File: src/include/dwb_cfg.svh
// offsets, field positions, reset values and codes of the write-burst block
`ifndef DWB_CFG_SVH
`define DWB_CFG_SVH

// register byte offsets
`define DWB_OFS_MODE 32'h0000_0000
`define DWB_OFS_STATUS 32'h0000_0004
`define DWB_OFS_BANK 32'h0000_0008
`define DWB_OFS_ARR_ADDR 32'h0000_000C
`define DWB_OFS_ARR_DATA 32'h0000_0010
`define DWB_OFS_BEATS 32'h0000_0014

// mode register fields
`define DWB_MODE_BL_LSB 0
`define DWB_MODE_DM_EN 2
`define DWB_MODE_DBI_EN 3
`define DWB_MODE_CRC_EN 4
`define DWB_MODE_DLL_LOCK 5
`define DWB_MODE_PRE2 6
`define DWB_MODE_AL_LSB 8
`define DWB_MODE_CWL_LSB 16
`define DWB_MODE_RST 32'h0009_0000

// burst-length field codes and last-beat indices
`define DWB_BL_FIXED8 2'h0
`define DWB_BL_OTF 2'h1
`define DWB_BL_FIXED4 2'h2
`define DWB_LAST_BL8 3'h7
`define DWB_LAST_BC4 3'h3

// highest write latency that two-clock preamble forbids
`define DWB_CWL_MIN 5'h09

// status register fields
`define DWB_ST_BUSY 0
`define DWB_ST_BL8 1
`define DWB_ST_AUTOPRE 2
`define DWB_ST_CRC_PERS 3
`define DWB_ST_CRC_NONP 4
`define DWB_ST_OVFL 5
`define DWB_ST_CONFLICT 6
`define DWB_ST_CWL_BAD 7
`define DWB_ST_BANK_LSB 8
`define DWB_ST_RECOV_LSB 16
`define DWB_ST_IGNORED 24

`endif

File: src/include/dwb_pkg.sv
// types shared by the write-burst block
package dwb_pkg;
    typedef enum logic [3:0] {
        ST_IDLE = 4'h1,
        ST_LAT = 4'h2,
        ST_DATA = 4'h4,
        ST_REC = 4'h8
    } dwb_state_e;

    typedef struct packed {
        logic [5:0] addr;
        logic [1:0] be;
        logic [15:0] data;
    } dwb_beat_s;

    typedef logic [2:0] dwb_reg_t;
endpackage

File: src/verilog/dwb_mem.sv
// small array of 64 half-words with per-byte write enables
`timescale 1ns/1ps
`default_nettype none
module dwb_mem (
    // clock
    input wire logic hclk,
    // write port
    input wire logic we,
    input wire logic [1:0] be,
    input wire logic [5:0] waddr,
    input wire logic [15:0] wdata,
    // read port
    input wire logic [5:0] raddr,
    output logic [15:0] rdata_q
);
    logic [15:0] mem [0:63];

    // byte lanes written independently
    genvar i;
    generate
        for (i = 0; i < 2; i++) begin : g_lane
            always_ff @(posedge hclk) begin
                if (we && be[i]) begin
                    mem[waddr][i*8 +: 8] <= wdata[i*8 +: 8];
                end
            end
        end
    endgenerate

    // registered read, one cycle behind the address
    always_ff @(posedge hclk) begin
        rdata_q <= mem[raddr];
    end
endmodule // dwb_mem
`default_nettype wire

File: src/verilog/dwb_write_ctrl.sv
// write-burst command and data capture with ahb-lite registers
//
// The address map and the AHB-Lite register port are this design's own decisions.
`timescale 1ns/1ps
`default_nettype none
`include "dwb_cfg.svh"
module dwb_write_ctrl import dwb_pkg::*; (
    // clock and reset
    input wire logic hclk,
    input wire logic hresetn,
    // ahb-lite slave
    input wire logic hsel,
    input wire logic [31:0] haddr,
    input wire logic [1:0] htrans,
    input wire logic hwrite,
    input wire logic [2:0] hsize,
    input wire logic [31:0] hwdata,
    input wire logic hready,
    output logic hreadyout,
    output logic hresp,
    output logic [31:0] hrdata,
    // link pins from the controller
    input wire logic ck,
    input wire logic wr_cmd_n,
    input wire logic [1:0] ba,
    input wire logic [5:0] col,
    input wire logic a10,
    input wire logic a12,
    input wire logic dqs,
    input wire logic [15:0] dq,
    input wire logic [1:0] lane_ctl_n
);
    // register index from a byte address, invalid as 3'h7
    function automatic dwb_reg_t reg_sel(input logic [31:0] a);
        case (a)
            `DWB_OFS_MODE: reg_sel = 3'h0;
            `DWB_OFS_STATUS: reg_sel = 3'h1;
            `DWB_OFS_BANK: reg_sel = 3'h2;
            `DWB_OFS_ARR_ADDR: reg_sel = 3'h3;
            `DWB_OFS_ARR_DATA: reg_sel = 3'h4;
            `DWB_OFS_BEATS: reg_sel = 3'h5;
            default: reg_sel = 3'h7;
        endcase
    endfunction

    // two-flop synchroniser on every link pin, third stage for edges
    logic [30:0] pin_s1_q, pin_s2_q;
    logic ck_s3_q, dqs_s3_q;
    always_ff @(posedge hclk or negedge hresetn) begin
        if (!hresetn) begin
            // command pin starts at its idle high level, so no phantom command
            pin_s1_q <= 31'h1000_0000;
            pin_s2_q <= 31'h1000_0000;
            ck_s3_q <= 1'b0;
            dqs_s3_q <= 1'b0;
        end else begin
            pin_s1_q <= {ck, dqs, wr_cmd_n, ba, col, a10, a12, dq, lane_ctl_n};
            pin_s2_q <= pin_s1_q;
            ck_s3_q <= pin_s2_q[30];
            dqs_s3_q <= pin_s2_q[29];
        end
    end

    logic ck_s, dqs_s, cmd_s, a10_s, a12_s, ck_rise, dqs_edge;
    logic [1:0] ba_s, lane_s;
    logic [5:0] col_s;
    logic [15:0] dq_s;
    assign ck_s = pin_s2_q[30];
    assign dqs_s = pin_s2_q[29];
    assign cmd_s = ~pin_s2_q[28];
    assign ba_s = pin_s2_q[27:26];
    assign col_s = pin_s2_q[25:20];
    assign a10_s = pin_s2_q[19];
    assign a12_s = pin_s2_q[18];
    assign dq_s = pin_s2_q[17:2];
    assign lane_s = pin_s2_q[1:0];
    assign ck_rise = ck_s & ~ck_s3_q;
    assign dqs_edge = dqs_s ^ dqs_s3_q; // both strobe edges carry data

    // mode fields
    logic [31:0] mode_q;
    logic [1:0] bl_mode;
    logic dm_en, dbi_en, crc_en, dll_lock, pre2, dm_only, dbi_only;
    logic [4:0] al, cwl;
    logic [5:0] wl;
    assign bl_mode = mode_q[`DWB_MODE_BL_LSB +: 2];
    assign dm_en = mode_q[`DWB_MODE_DM_EN];
    assign dbi_en = mode_q[`DWB_MODE_DBI_EN];
    assign crc_en = mode_q[`DWB_MODE_CRC_EN];
    assign dll_lock = mode_q[`DWB_MODE_DLL_LOCK];
    assign pre2 = mode_q[`DWB_MODE_PRE2];
    assign al = mode_q[`DWB_MODE_AL_LSB +: 5];
    assign cwl = mode_q[`DWB_MODE_CWL_LSB +: 5];
    assign wl = {1'b0, al} + {1'b0, cwl};
    // both set is illegal; the pin then neither masks nor inverts
    assign dm_only = dm_en & ~dbi_en;
    assign dbi_only = dbi_en & ~dm_en;

    // ahb-lite address phase capture
    logic wr_pend_q;
    dwb_reg_t wr_sel_q;
    logic addr_ok;
    assign addr_ok = hsel & hready & htrans[1];
    assign hreadyout = 1'b1;
    assign hresp = 1'b0;
    always_ff @(posedge hclk or negedge hresetn) begin
        if (!hresetn) begin
            wr_pend_q <= 1'b0;
            wr_sel_q <= 3'h7;
        end else begin
            wr_pend_q <= addr_ok & hwrite;
            wr_sel_q <= reg_sel(haddr);
        end
    end

    logic sw_wr_mode, sw_wr_status, sw_wr_bank, sw_wr_aaddr, sw_wr_adata;
    assign sw_wr_mode = wr_pend_q && wr_sel_q == 3'h0;
    assign sw_wr_status = wr_pend_q && wr_sel_q == 3'h1;
    assign sw_wr_bank = wr_pend_q && wr_sel_q == 3'h2;
    assign sw_wr_aaddr = wr_pend_q && wr_sel_q == 3'h3;
    assign sw_wr_adata = wr_pend_q && wr_sel_q == 3'h4;

    // software-owned registers
    logic [5:0] arr_addr_q;
    always_ff @(posedge hclk or negedge hresetn) begin
        if (!hresetn) begin
            mode_q <= `DWB_MODE_RST;
            arr_addr_q <= 6'h0;
        end else begin
            if (sw_wr_mode) begin
                mode_q <= hwdata;
            end
            if (sw_wr_aaddr) begin
                arr_addr_q <= hwdata[5:0];
            end
        end
    end

    // burst state
    dwb_state_e st_q;
    logic [5:0] lat_q, beat_col_q;
    logic [2:0] beat_q;
    logic bl8_q, autopre_q, cmd_take, burst_bl8;
    logic [1:0] bank_q;
    logic [2:0] last_beat;
    assign cmd_take = st_q == ST_IDLE && ck_rise && cmd_s && dll_lock;
    // fixed eight, or a12 picks on the fly; fixed chop otherwise
    assign burst_bl8 = bl_mode == `DWB_BL_FIXED8 || (bl_mode == `DWB_BL_OTF && a12_s);
    assign last_beat = bl8_q ? `DWB_LAST_BL8 : `DWB_LAST_BC4;

    always_ff @(posedge hclk or negedge hresetn) begin
        if (!hresetn) begin
            st_q <= ST_IDLE;
            lat_q <= 6'h0;
            beat_q <= 3'h0;
        end else begin
            case (st_q)
                ST_IDLE: begin
                    lat_q <= 6'h0;
                    beat_q <= 3'h0;
                    if (cmd_take) begin
                        st_q <= (wl == 6'h0) ? ST_DATA : ST_LAT;
                    end
                end
                ST_LAT: begin
                    // the command edge is clock 0, data opens at clock wl
                    if (ck_rise) begin
                        lat_q <= lat_q + 6'h1;
                        if (lat_q + 6'h1 == wl) begin
                            st_q <= ST_DATA;
                        end
                    end
                end
                ST_DATA: begin
                    if (dqs_edge) begin
                        beat_q <= beat_q + 3'h1;
                        if (beat_q == last_beat) begin
                            st_q <= ST_REC;
                        end
                    end
                end
                ST_REC: begin
                    if (ck_rise) begin
                        st_q <= ST_IDLE;
                    end
                end
                default: st_q <= ST_IDLE;
            endcase
        end
    end

    // command fields held for the whole burst
    always_ff @(posedge hclk or negedge hresetn) begin
        if (!hresetn) begin
            bl8_q <= 1'b1;
            autopre_q <= 1'b0;
            bank_q <= 2'h0;
            beat_col_q <= 6'h0;
        end else if (cmd_take) begin
            bl8_q <= burst_bl8;
            autopre_q <= a10_s;
            bank_q <= ba_s;
            beat_col_q <= col_s;
        end
    end

    // per-lane mask or inversion on the shared pin
    dwb_beat_s push_beat;
    genvar i;
    generate
        for (i = 0; i < 2; i++) begin : g_lane
            // lane kept when its pin is high in mask mode
            assign push_beat.be[i] = dm_only ? lane_s[i] : 1'b1;
            assign push_beat.data[i*8 +: 8] = (dbi_only && !lane_s[i]) ? ~dq_s[i*8 +: 8] : dq_s[i*8 +: 8];
        end
    endgenerate
    assign push_beat.addr = {beat_col_q[5:3], beat_q};

    // two-entry buffer between strobe capture and the array
    dwb_beat_s buf_q [0:1];
    logic wp_q, rp_q;
    logic [1:0] cnt_q;
    logic push_v, in_ready, out_valid, out_ready, push, pop;
    assign push_v = st_q == ST_DATA && dqs_edge;
    assign in_ready = cnt_q != 2'h2;
    assign out_valid = cnt_q != 2'h0;
    assign out_ready = ~sw_wr_adata; // software array writes stall the drain
    assign push = push_v & in_ready;
    assign pop = out_valid & out_ready;
    always_ff @(posedge hclk or negedge hresetn) begin
        if (!hresetn) begin
            wp_q <= 1'b0;
            rp_q <= 1'b0;
            cnt_q <= 2'h0;
        end else begin
            if (push) begin
                wp_q <= ~wp_q;
            end
            if (pop) begin
                rp_q <= ~rp_q;
            end
            cnt_q <= cnt_q + {1'b0, push} - {1'b0, pop};
        end
    end
    always_ff @(posedge hclk) begin
        if (push) begin
            buf_q[wp_q] <= push_beat;
        end
    end

    // array write: software first, then buffer head
    dwb_beat_s head;
    logic mem_we;
    logic [1:0] mem_be;
    logic [5:0] mem_waddr;
    logic [15:0] mem_wdata, mem_rdata;
    assign head = buf_q[rp_q];
    assign mem_we = sw_wr_adata | (pop & |head.be);
    assign mem_be = sw_wr_adata ? 2'h3 : head.be;
    assign mem_waddr = sw_wr_adata ? arr_addr_q : head.addr;
    assign mem_wdata = sw_wr_adata ? hwdata[15:0] : head.data;

    dwb_mem u_mem (
        .hclk(hclk),
        .we(mem_we),
        .be(mem_be),
        .waddr(mem_waddr),
        .wdata(mem_wdata),
        .raddr(arr_addr_q),
        .rdata_q(mem_rdata)
    );

    // bank open bits, recovery counter and sticky flags
    logic [3:0] bank_open_q;
    logic [7:0] recov_q;
    logic [15:0] beats_q;
    logic ovfl_q, ignored_q, conflict_q, cwl_bad_q, crc_pers_q, crc_nonp_q, rec_end;
    assign rec_end = st_q == ST_REC && ck_rise;
    always_ff @(posedge hclk or negedge hresetn) begin
        if (!hresetn) begin
            bank_open_q <= 4'h0;
            recov_q <= 8'h0;
        end else begin
            if (sw_wr_bank) begin
                bank_open_q <= hwdata[3:0]; // stand-in for activate
            end else if (rec_end && autopre_q) begin
                bank_open_q[bank_q] <= 1'b0;
            end
            // counts clock rises since the first one after the last beat
            if (rec_end) begin
                recov_q <= 8'h0;
            end else if (ck_rise && recov_q != 8'hFF) begin
                recov_q <= recov_q + 8'h1;
            end
        end
    end

    always_ff @(posedge hclk or negedge hresetn) begin
        if (!hresetn) begin
            ovfl_q <= 1'b0;
            ignored_q <= 1'b0;
            beats_q <= 16'h0;
        end else begin
            // hardware set wins over a write-one clear
            ovfl_q <= (push_v & ~in_ready) | (ovfl_q & ~(sw_wr_status & hwdata[`DWB_ST_OVFL]));
            ignored_q <= (st_q == ST_IDLE && ck_rise && cmd_s && !dll_lock)
                | (ignored_q & ~(sw_wr_status & hwdata[`DWB_ST_IGNORED]));
            if (pop) begin
                beats_q <= beats_q + 16'h1;
            end
        end
    end

    // configuration checks and crc mode, tracked each cycle
    always_ff @(posedge hclk or negedge hresetn) begin
        if (!hresetn) begin
            conflict_q <= 1'b0;
            cwl_bad_q <= 1'b0;
            crc_pers_q <= 1'b0;
            crc_nonp_q <= 1'b0;
        end else begin
            conflict_q <= dm_en & dbi_en;
            cwl_bad_q <= pre2 && cwl <= `DWB_CWL_MIN;
            crc_pers_q <= crc_en & dm_en;
            crc_nonp_q <= crc_en & ~dm_en;
        end
    end

    // read data loaded at the address phase
    logic [31:0] status;
    always_comb begin
        status = 32'h0;
        status[`DWB_ST_BUSY] = st_q != ST_IDLE;
        status[`DWB_ST_BL8] = bl8_q;
        status[`DWB_ST_AUTOPRE] = autopre_q;
        status[`DWB_ST_CRC_PERS] = crc_pers_q;
        status[`DWB_ST_CRC_NONP] = crc_nonp_q;
        status[`DWB_ST_OVFL] = ovfl_q;
        status[`DWB_ST_CONFLICT] = conflict_q;
        status[`DWB_ST_CWL_BAD] = cwl_bad_q;
        status[`DWB_ST_BANK_LSB +: 4] = bank_open_q;
        status[`DWB_ST_RECOV_LSB +: 8] = recov_q;
        status[`DWB_ST_IGNORED] = ignored_q;
    end
    always_ff @(posedge hclk or negedge hresetn) begin
        if (!hresetn) begin
            hrdata <= 32'h0;
        end else if (addr_ok && !hwrite) begin
            case (reg_sel(haddr))
                3'h0: hrdata <= mode_q;
                3'h1: hrdata <= status;
                3'h2: hrdata <= {28'h0, bank_open_q};
                3'h3: hrdata <= {26'h0, arr_addr_q};
                3'h4: hrdata <= {16'h0, mem_rdata};
                3'h5: hrdata <= {16'h0, beats_q};
                default: hrdata <= 32'h0;
            endcase
        end
    end

    // checks
    logic cur_open;
    assign cur_open = bank_open_q[bank_q];

    property p_otf_a12;
        @(posedge hclk) disable iff (!hresetn)
        (cmd_take && bl_mode == `DWB_BL_OTF) |=> (bl8_q == $past(a12_s));
    endproperty
    a_otf_a12: assert property (p_otf_a12) else $error("otf burst length not taken from a12");

    property p_fixed;
        @(posedge hclk) disable iff (!hresetn)
        (cmd_take && bl_mode != `DWB_BL_OTF) |=> (bl8_q == ($past(bl_mode) == `DWB_BL_FIXED8));
    endproperty
    a_fixed: assert property (p_fixed) else $error("fixed burst length wrong");

    property p_autopre;
        @(posedge hclk) disable iff (!hresetn)
        (rec_end && autopre_q && !sw_wr_bank) |=> !cur_open;
    endproperty
    a_autopre: assert property (p_autopre) else $error("bank not precharged after burst");

    property p_stay_open;
        @(posedge hclk) disable iff (!hresetn)
        (rec_end && !autopre_q && cur_open && !sw_wr_bank) |=> cur_open;
    endproperty
    a_stay_open: assert property (p_stay_open) else $error("bank closed by plain write");

    property p_mask;
        @(posedge hclk) disable iff (!hresetn)
        (push && dm_only) |=> (buf_q[$past(wp_q)].be == $past(lane_s));
    endproperty
    a_mask: assert property (p_mask) else $error("lane mask not honoured");

    property p_latency;
        @(posedge hclk) disable iff (!hresetn)
        (st_q == ST_LAT) |-> (lat_q < wl);
    endproperty
    a_latency: assert property (p_latency) else $error("write latency overrun");

    property p_beats;
        @(posedge hclk) disable iff (!hresetn)
        (st_q == ST_DATA && dqs_edge && beat_q == last_beat)
            |=> (st_q == ST_REC && beat_q == $past(last_beat) + 3'h1);
    endproperty
    a_beats: assert property (p_beats) else $error("burst did not end on last beat");

    property p_dll;
        @(posedge hclk) disable iff (!hresetn)
        (st_q == ST_IDLE && ck_rise && cmd_s && !dll_lock) |=> (st_q == ST_IDLE && ignored_q);
    endproperty
    a_dll: assert property (p_dll) else $error("write taken without dll lock");

    property p_recov;
        @(posedge hclk) disable iff (!hresetn)
        rec_end |=> (recov_q == 8'h0 && st_q == ST_IDLE);
    endproperty
    a_recov: assert property (p_recov) else $error("recovery not restarted after burst");

    property p_crc;
        @(posedge hclk) disable iff (!hresetn)
        crc_en ##1 (crc_en && $stable(mode_q)) |-> (crc_pers_q == dm_en && crc_nonp_q == !dm_en);
    endproperty
    a_crc: assert property (p_crc) else $error("crc mode does not follow mask enable");
endmodule // dwb_write_ctrl
`default_nettype wire
File: config.mk
export PLATFORM = sky130hd
export DESIGN_NAME = dwb_write_ctrl
export DESIGN_NICKNAME = d
export VERILOG_FILES = /design/src/include/dwb_pkg.sv /design/src/verilog/dwb_mem.sv /design/src/verilog/dwb_write_ctrl.sv
export VERILOG_INCLUDE_DIRS = /design/src /design/src/include
export SDC_FILE = /design/constraint.sdc
export NUM_CORES = 1
export LEC_CHECK = 0
export BUFFER_PORTS_ARGS = -buffer_cell sky130_fd_sc_hd__buf_2
export CAP_MARGIN = 30
export CELL_PAD_IN_SITES_DETAIL_PLACEMENT = 1
export CELL_PAD_IN_SITES_GLOBAL_PLACEMENT = 1
export CORE_MARGIN = 2
export CORE_UTILIZATION = 55
export DETAILED_ROUTE_END_ITERATION = 10
export GPL_TIMING_DRIVEN = 0
export PLACE_DENSITY_LB_ADDON = 0.1
export SLEW_MARGIN = 10
export SYNTH_ARGS = -nofsm -noshare
export SYNTH_HDL_FRONTEND = slang
export SYNTH_SLANG_ARGS = --single-unit
export TNS_END_PERCENT = 50
File: constraint.sdc
create_clock -name hclk -period 6.8 [get_ports hclk]
set_input_delay 1.02 -clock hclk [delete_from_list [all_inputs] [get_ports hclk]]
set_output_delay 1.02 -clock hclk [all_outputs]
set_load 0.02 [all_outputs]
Word level (Yosys, flattened, before mapping)
Memories as Yosys holds them, arrays and structs flattened. A register that Yosys moved wholly into a read port is not among the register bits.
Cells that the tools add are included.
- $add $sub $neg: 7
- magnitude comparators: 3
- equality and inequality tests: 30
- multiplexer cells: 35
- bitwise gates (word level): 35
- reductions and logical operators: 40
- operators by type and width (cell ; number):
    32-bit case mux with 6 select lines ; 1
    32-bit by 4-bit == test with 1-bit output, second input constant ; 2
    32-bit by 5-bit == test with 1-bit output, second input constant ; 2
    32-bit by 3-bit == test with 1-bit output, second input constant ; 1
    32-bit logical NOT ; 1
    4-bit 2-to-1 mux ; 8
    8-bit 2-to-1 mux ; 4
    1-bit logical AND ; 21
    3-bit case mux with 6 select lines ; 1
    1-bit bitwise AND ; 17
    16-bit by 1-bit adder with 16-bit output, second input constant ; 1
    16-bit 2-to-1 mux ; 1
    8-bit inverter ; 2
    4-bit case mux with 4 select lines ; 1
    2-bit != test, second input constant ; 7
    3-bit by 2-bit == test with 1-bit output, second input constant ; 4
    3-bit 2-to-1 mux ; 4
    6-bit 2-to-1 mux ; 2
    6-bit case mux with 2 select lines ; 1
    1-bit inverter ; 10
    2-bit nonzero test ; 5
    3-bit == test, second input constant ; 3
    1-bit 2-to-1 mux ; 9
    8-bit by 1-bit adder with 8-bit output, second input constant ; 1
    33 further kinds ; 41
- bits in registers: 199
- RAM bits: 1072
- bits of input ports: 105
- output and inout bits: 34
- word-level logic and storage cells: 180
- memories kept: 2
- memory list (memory ; depth ; bits a word ; rd ports ; clocked after Yosys merged registers in ; wr ports ; line ; RTL):
    u_mem.mem ; 64 ; 16 ; 1 ; 1 ; 1 ; dwb_mem.sv:16 ; logic [15:0] mem [0:63];
    buf_q ; 2 ; 24 ; 1 ; 0 ; 1 ; dwb_write_ctrl.sv:220 ; dwb_beat_s buf_q [0:1];

Depth between registers and ports, before layout
- word-level depth: 9
- depth in mapped cells: 12

Hierarchy
From an unflattened synthesis, not the netlist that was laid out.
- cells, all modules: 2684
- area total of the unflattened synthesis: 50333.3 sq um
- modules (own cells, without submodules) (module ; instances ; cells each ; area each (sq um)):
    dwb_mem ; 1 ; 1906 ; 40321.2
    dwb_write_ctrl ; 1 ; 778 ; 10012.1

Worst setup path before layout
No wires, ideal clock.
- kind: flip-flop to flip-flop
- start: reg rp_q
- end: mem u_mem.mem[0][10], data pin
- arrival time: 4.044 ns
- required time: 6.098 ns
- slack: 2.055 ns
- stages on the path, launching flop included: 6
- period minus slack after synthesis: 4.745 ns
- cell sequence: dfrtp_1 > clkbuf_1 > buf_2 > buf_1 > mux2i_1 > o21ai_0
- word-level cells in the longest chain between the ends: 2
- ends and longest elaborated chain (what ; line ; RTL):
    start: declaration ; dwb_write_ctrl.sv:221 ; logic wp_q, rp_q;
    start signal: assignment ; dwb_write_ctrl.sv:240 ; rp_q <= ~rp_q;
    memory 2 x 24 bit ; -- ;
    16-bit 2-to-1 mux ; dwb_write_ctrl.sv:261 ; assign mem_wdata = sw_wr_adata ? hwdata[15:0] : head.data;
    named net mem_wdata[10] ; dwb_write_ctrl.sv:256 ; logic [15:0] mem_wdata, mem_rdata;
    end: declaration ; dwb_mem.sv:16 ;
The timed path passes the listed nets, and every way through them passes these cells.

Worst setup path in the final report
- start: reg wr_sel_q[2]
- end: mem u_mem.mem[37][4], enable pin
- word-level cells in the longest chain between the ends: 9
- ends and longest elaborated chain (what ; line ; RTL):
    start: declaration ; dwb_write_ctrl.sv:101 ; dwb_reg_t wr_sel_q;
    start signal: assignment ; dwb_write_ctrl.sv:112 ; wr_sel_q <= reg_sel(haddr);
    3-bit == test (*) ; dwb_write_ctrl.sv:121 ; assign sw_wr_adata = wr_pend_q && wr_sel_q == 3'h4;
    1-bit logical AND (*) ; dwb_write_ctrl.sv:121 ;
    1-bit inverter ; dwb_write_ctrl.sv:227 ; assign out_ready = ~sw_wr_adata;
    1-bit bitwise AND ; dwb_write_ctrl.sv:229 ; assign pop = out_valid & out_ready;
    1-bit bitwise AND ; dwb_write_ctrl.sv:258 ; assign mem_we = sw_wr_adata | (pop & |head.be);
    1-bit bitwise OR ; dwb_write_ctrl.sv:258 ;
    1-bit logical AND ; dwb_mem.sv:23 ; if (we && be[i]) begin
    1-bit 2-to-1 mux ; dwb_mem.sv:23 ;
    1-bit 2-to-1 mux (not written as such) ; dwb_mem.sv:24 ; mem[waddr][i*8 +: 8] <= wdata[i*8 +: 8];
Mark *: on every way between the ends. The rest lies on a longest branch, timed or not.

==> results.yml <==
status:
  status: "completed"
sta:
  fmax_mhz: 206.7
  finalHoldViolations: 0
  drv_slew: 0
  timing.hold.ws_ns: 0.2451
  period_needed_ns: 4.837
  worst_pin_slew_ns: 1.146
  relSlewSlack_pct: 23.37
  fin_skew_ns: 0.02624
  setup_viol_count_final: 0
  grt_setup_unrepaired: "false"
  min_period_over_period_pct: 71.14
cells_and_area:
  syn_to_final_growth_pct: 14.90
  final_common_cell: "edfxtp_1"
  stdcell_count: 4053
  fin_util_pct: 63.63
  drive_gt1_share_pct: 28.54
  num_antenna_cells: 0
  nNetsFinal: 2895
  mostFrequentLayoutCells: "edfxtp_1, mux4_2, dfrtp_1"
floorplanning:
  rows: 110
  die_y_um: 304.6
  core_area_mm2: 0.08974
  io_pins: 139
  die_area_mm2: 0.09277
  initial_core_util_pct: 55.37
  fp.dieW_um: 304.6
detailed_routing:
  num_vias: 25930
  drtAntennaViolNets: 0
  routed_wl_um: 134700
  wl_per_cell_um: 33.23
  routed_via_density: 6.398
  drt_iter0_markers: 3223
  dr.pass1.iters: 5
  drcViolationCount: 0
placement:
  place.gp.congestion: 0.9074
  io_buffers: 127
  hpwl_um: 94340
  dpl.cell_count: 3806
cts:
  cts_resized: 0
  clk_path_buf_depth: 3
  hold_buffers: 0
  cts_made_buffers: 135
  clk_pin_slew_ns: 0.06
  postCtsSetupBuffers: 0
  root_buffer: "clkbuf_16"
  cts_num_sinks: 1278
  cts_tree: "yes"
  htree_num_levels: 4
  worst_skew_pair.late_latency_ns: 0.75
synth:
  async_flop_share_pct: 14.87
  ys_seq_area_share_pct: 75.02
  synth_edf_count: 1072
  syn-num-nets: 2570
  avgSynthCellArea_um2: 20.27
  syn-cell-area_mm2: 0.04969
  synth_ff_type: "edfxtp_1"
  ys_ff_latch: 1278
  synth_cell_types: 68
  synthCells: 2452
  yosys_warnings: 0
global_route:
  grt_pass1_vias: 27710
  use_met3_pct: 5.299
  antenna_found_initial: 0
  busiest_layer: "met2"
  grt_overflow: 0
  use_met1_pct: 40.02
  grt_pass1_wl_um: 196900
  grt_max_degree: 112
  use_met2_pct: 49.43
  grt_usage_pct: 29.92
setup_path:
  cp-end-kind: "flip-flop"
  worstPathArrival_ns: 5.21
  critPathLaunchType: "flip-flop"
  r2r_slack_ns: 1.96
  path_class: "flip-flop to flip-flop"
  cp.required_ns: 7.18
  cp_max_fo: 10
min_path:
  hold_class: "primary input to async pin"
power_and_ir_drop:
  p_per_area_mw_per_mm2: 311.8
  power.leakage_uw: 0.01927
  power_uw: 17800
  ir_drop_v: 0.0002614
flow_run:
  cap_violations: 0
==> worst max-delay path, stage by stage, from the launching register on <==
cell      delay [ns]
dfstp_2         0.60
nor4bb_1        0.28
buf_2           0.32
mux2i_1         0.63
nor2_1          0.20
nand2b_1        0.12
clkbuf_1        0.82
nand2b_1        0.21
clkbuf_1        0.79
nor2_1          0.48
==> power by group <==
part	internal, uW	leakage, uW	switching (uW)
Combinational	595	0.00509	1210
Sequential	9020	0.0122	102
Clock	3930	0.00200	2950
Total	13500	0.0193	4260
==> cells in the mapped netlist, types with 10 or more instances <==
cell type / instances / area (um2)
nor2b_1: 10 / 62.56
nor2_1: 165 / 619.3
a22o_1: 14 / 122.6
nand2b_1: 17 / 106.4
o21ai_0: 43 / 215.2
clkbuf_1: 70 / 262.8
nand2_1: 100 / 375.4
buf_2: 34 / 170.2
mux4_2: 320 / 7207
a221oi_1: 10 / 87.58
and2_1: 14 / 87.58
a22oi_1: 40 / 300.3
nand3_1: 37 / 185.2
mux2i_1: 29 / 290.3
dfrtp_1: 181 / 4529
xnor2_1: 25 / 219.0
a21oi_1: 15 / 75.07
buf_1: 13 / 48.80
dfxtp_1: 16 / 320.3
mux2_2: 49 / 551.8
ha_1: 12 / 150.1
xor2_1: 31 / 271.5
edfxtp_1: 1072 / 32190
==> final timing paths <==
kind	endpoint	cells past startpoint	start
setup / recovery	u_mem.mem[37][4]	9	wr_sel_q[2]
hold reg to reg	pin_s2_q[24]	0	pin_s1_q[24]
hold / removal	pin_s2_q[27]	1	hresetn
min in group hclk	pin_s2_q[24]	0	pin_s1_q[24]
setup reg to reg	u_mem.mem[37][4]	9	wr_sel_q[2]
max in group asynchronous	pin_s2_q[7]	2	hresetn
==> sequential cells by signal, indices dropped and copies added, names as in the netlist, 2 cells and up <==
name and flops:
arr_addr_q 6, bank_open_q 4, bank_q 2, beat_col_q 3, beat_q 3, beats_q 16, buf_q 48, cnt_q 2
hrdata 32, lat_q 6, mode_q 32, pin_s1_q 28, pin_s2_q 28, recov_q 8, st_q 4, u_mem.mem 1024
u_mem.rdata_q 16, wr_sel_q 3
==> final cells by class <==
cell class / count / area (um2)
Sequential cell: 1278 / 37280
Fill cell: 7409 / 32640
Multi-Input combinational cell: 1041 / 12030
Clock buffer: 178 / 3706
Timing Repair Buffer: 188 / 1682
Tap cell: 1176 / 1471
Buffer: 124 / 546.8
Clock inverter: 59 / 350.3
Inverter: 9 / 33.78
==> metal layers <==
metal | vias to the layer above | share of wire (%)
met5 | - | 0
met4 | 0 | 3.9
met3 | 279 | 7.2
met2 | 1182 | 50
met1 | 13840 | 39
li1 | 10630 | -
==> kinds of logic (layout without fill, tap and decap cells) <==
logic type / Yosys count / count (layout) / synth area share (%)
other cells: 2 / 2 / 0.01511
flops: 1278 / 1278 / 75.02
buf+inv: 133 / 558 / 1.166
mux: 398 / 398 / 16.20
fa+ha+maj: 13 / 13 / 0.3424
compound gates: 166 / 166 / 2.405
xor+xnor: 56 / 56 / 0.9871
simple gates: 406 / 406 / 3.868
==> per-stage QoR <==
stage          instance area (um2)  setup TNS, ns  setup slack [ns]
6_report                     57100              0             1.963
5_1_grt                      57100              0             2.032
4_1_cts                      56960              0             2.154
3_5_place_dp                 52900              0             2.067
3_3_place_gp                 51800       -1176.44            -2.085
2_1_floorplan                49690              0             2.055
No activity file was read; power rests on OpenSTA's default activity.
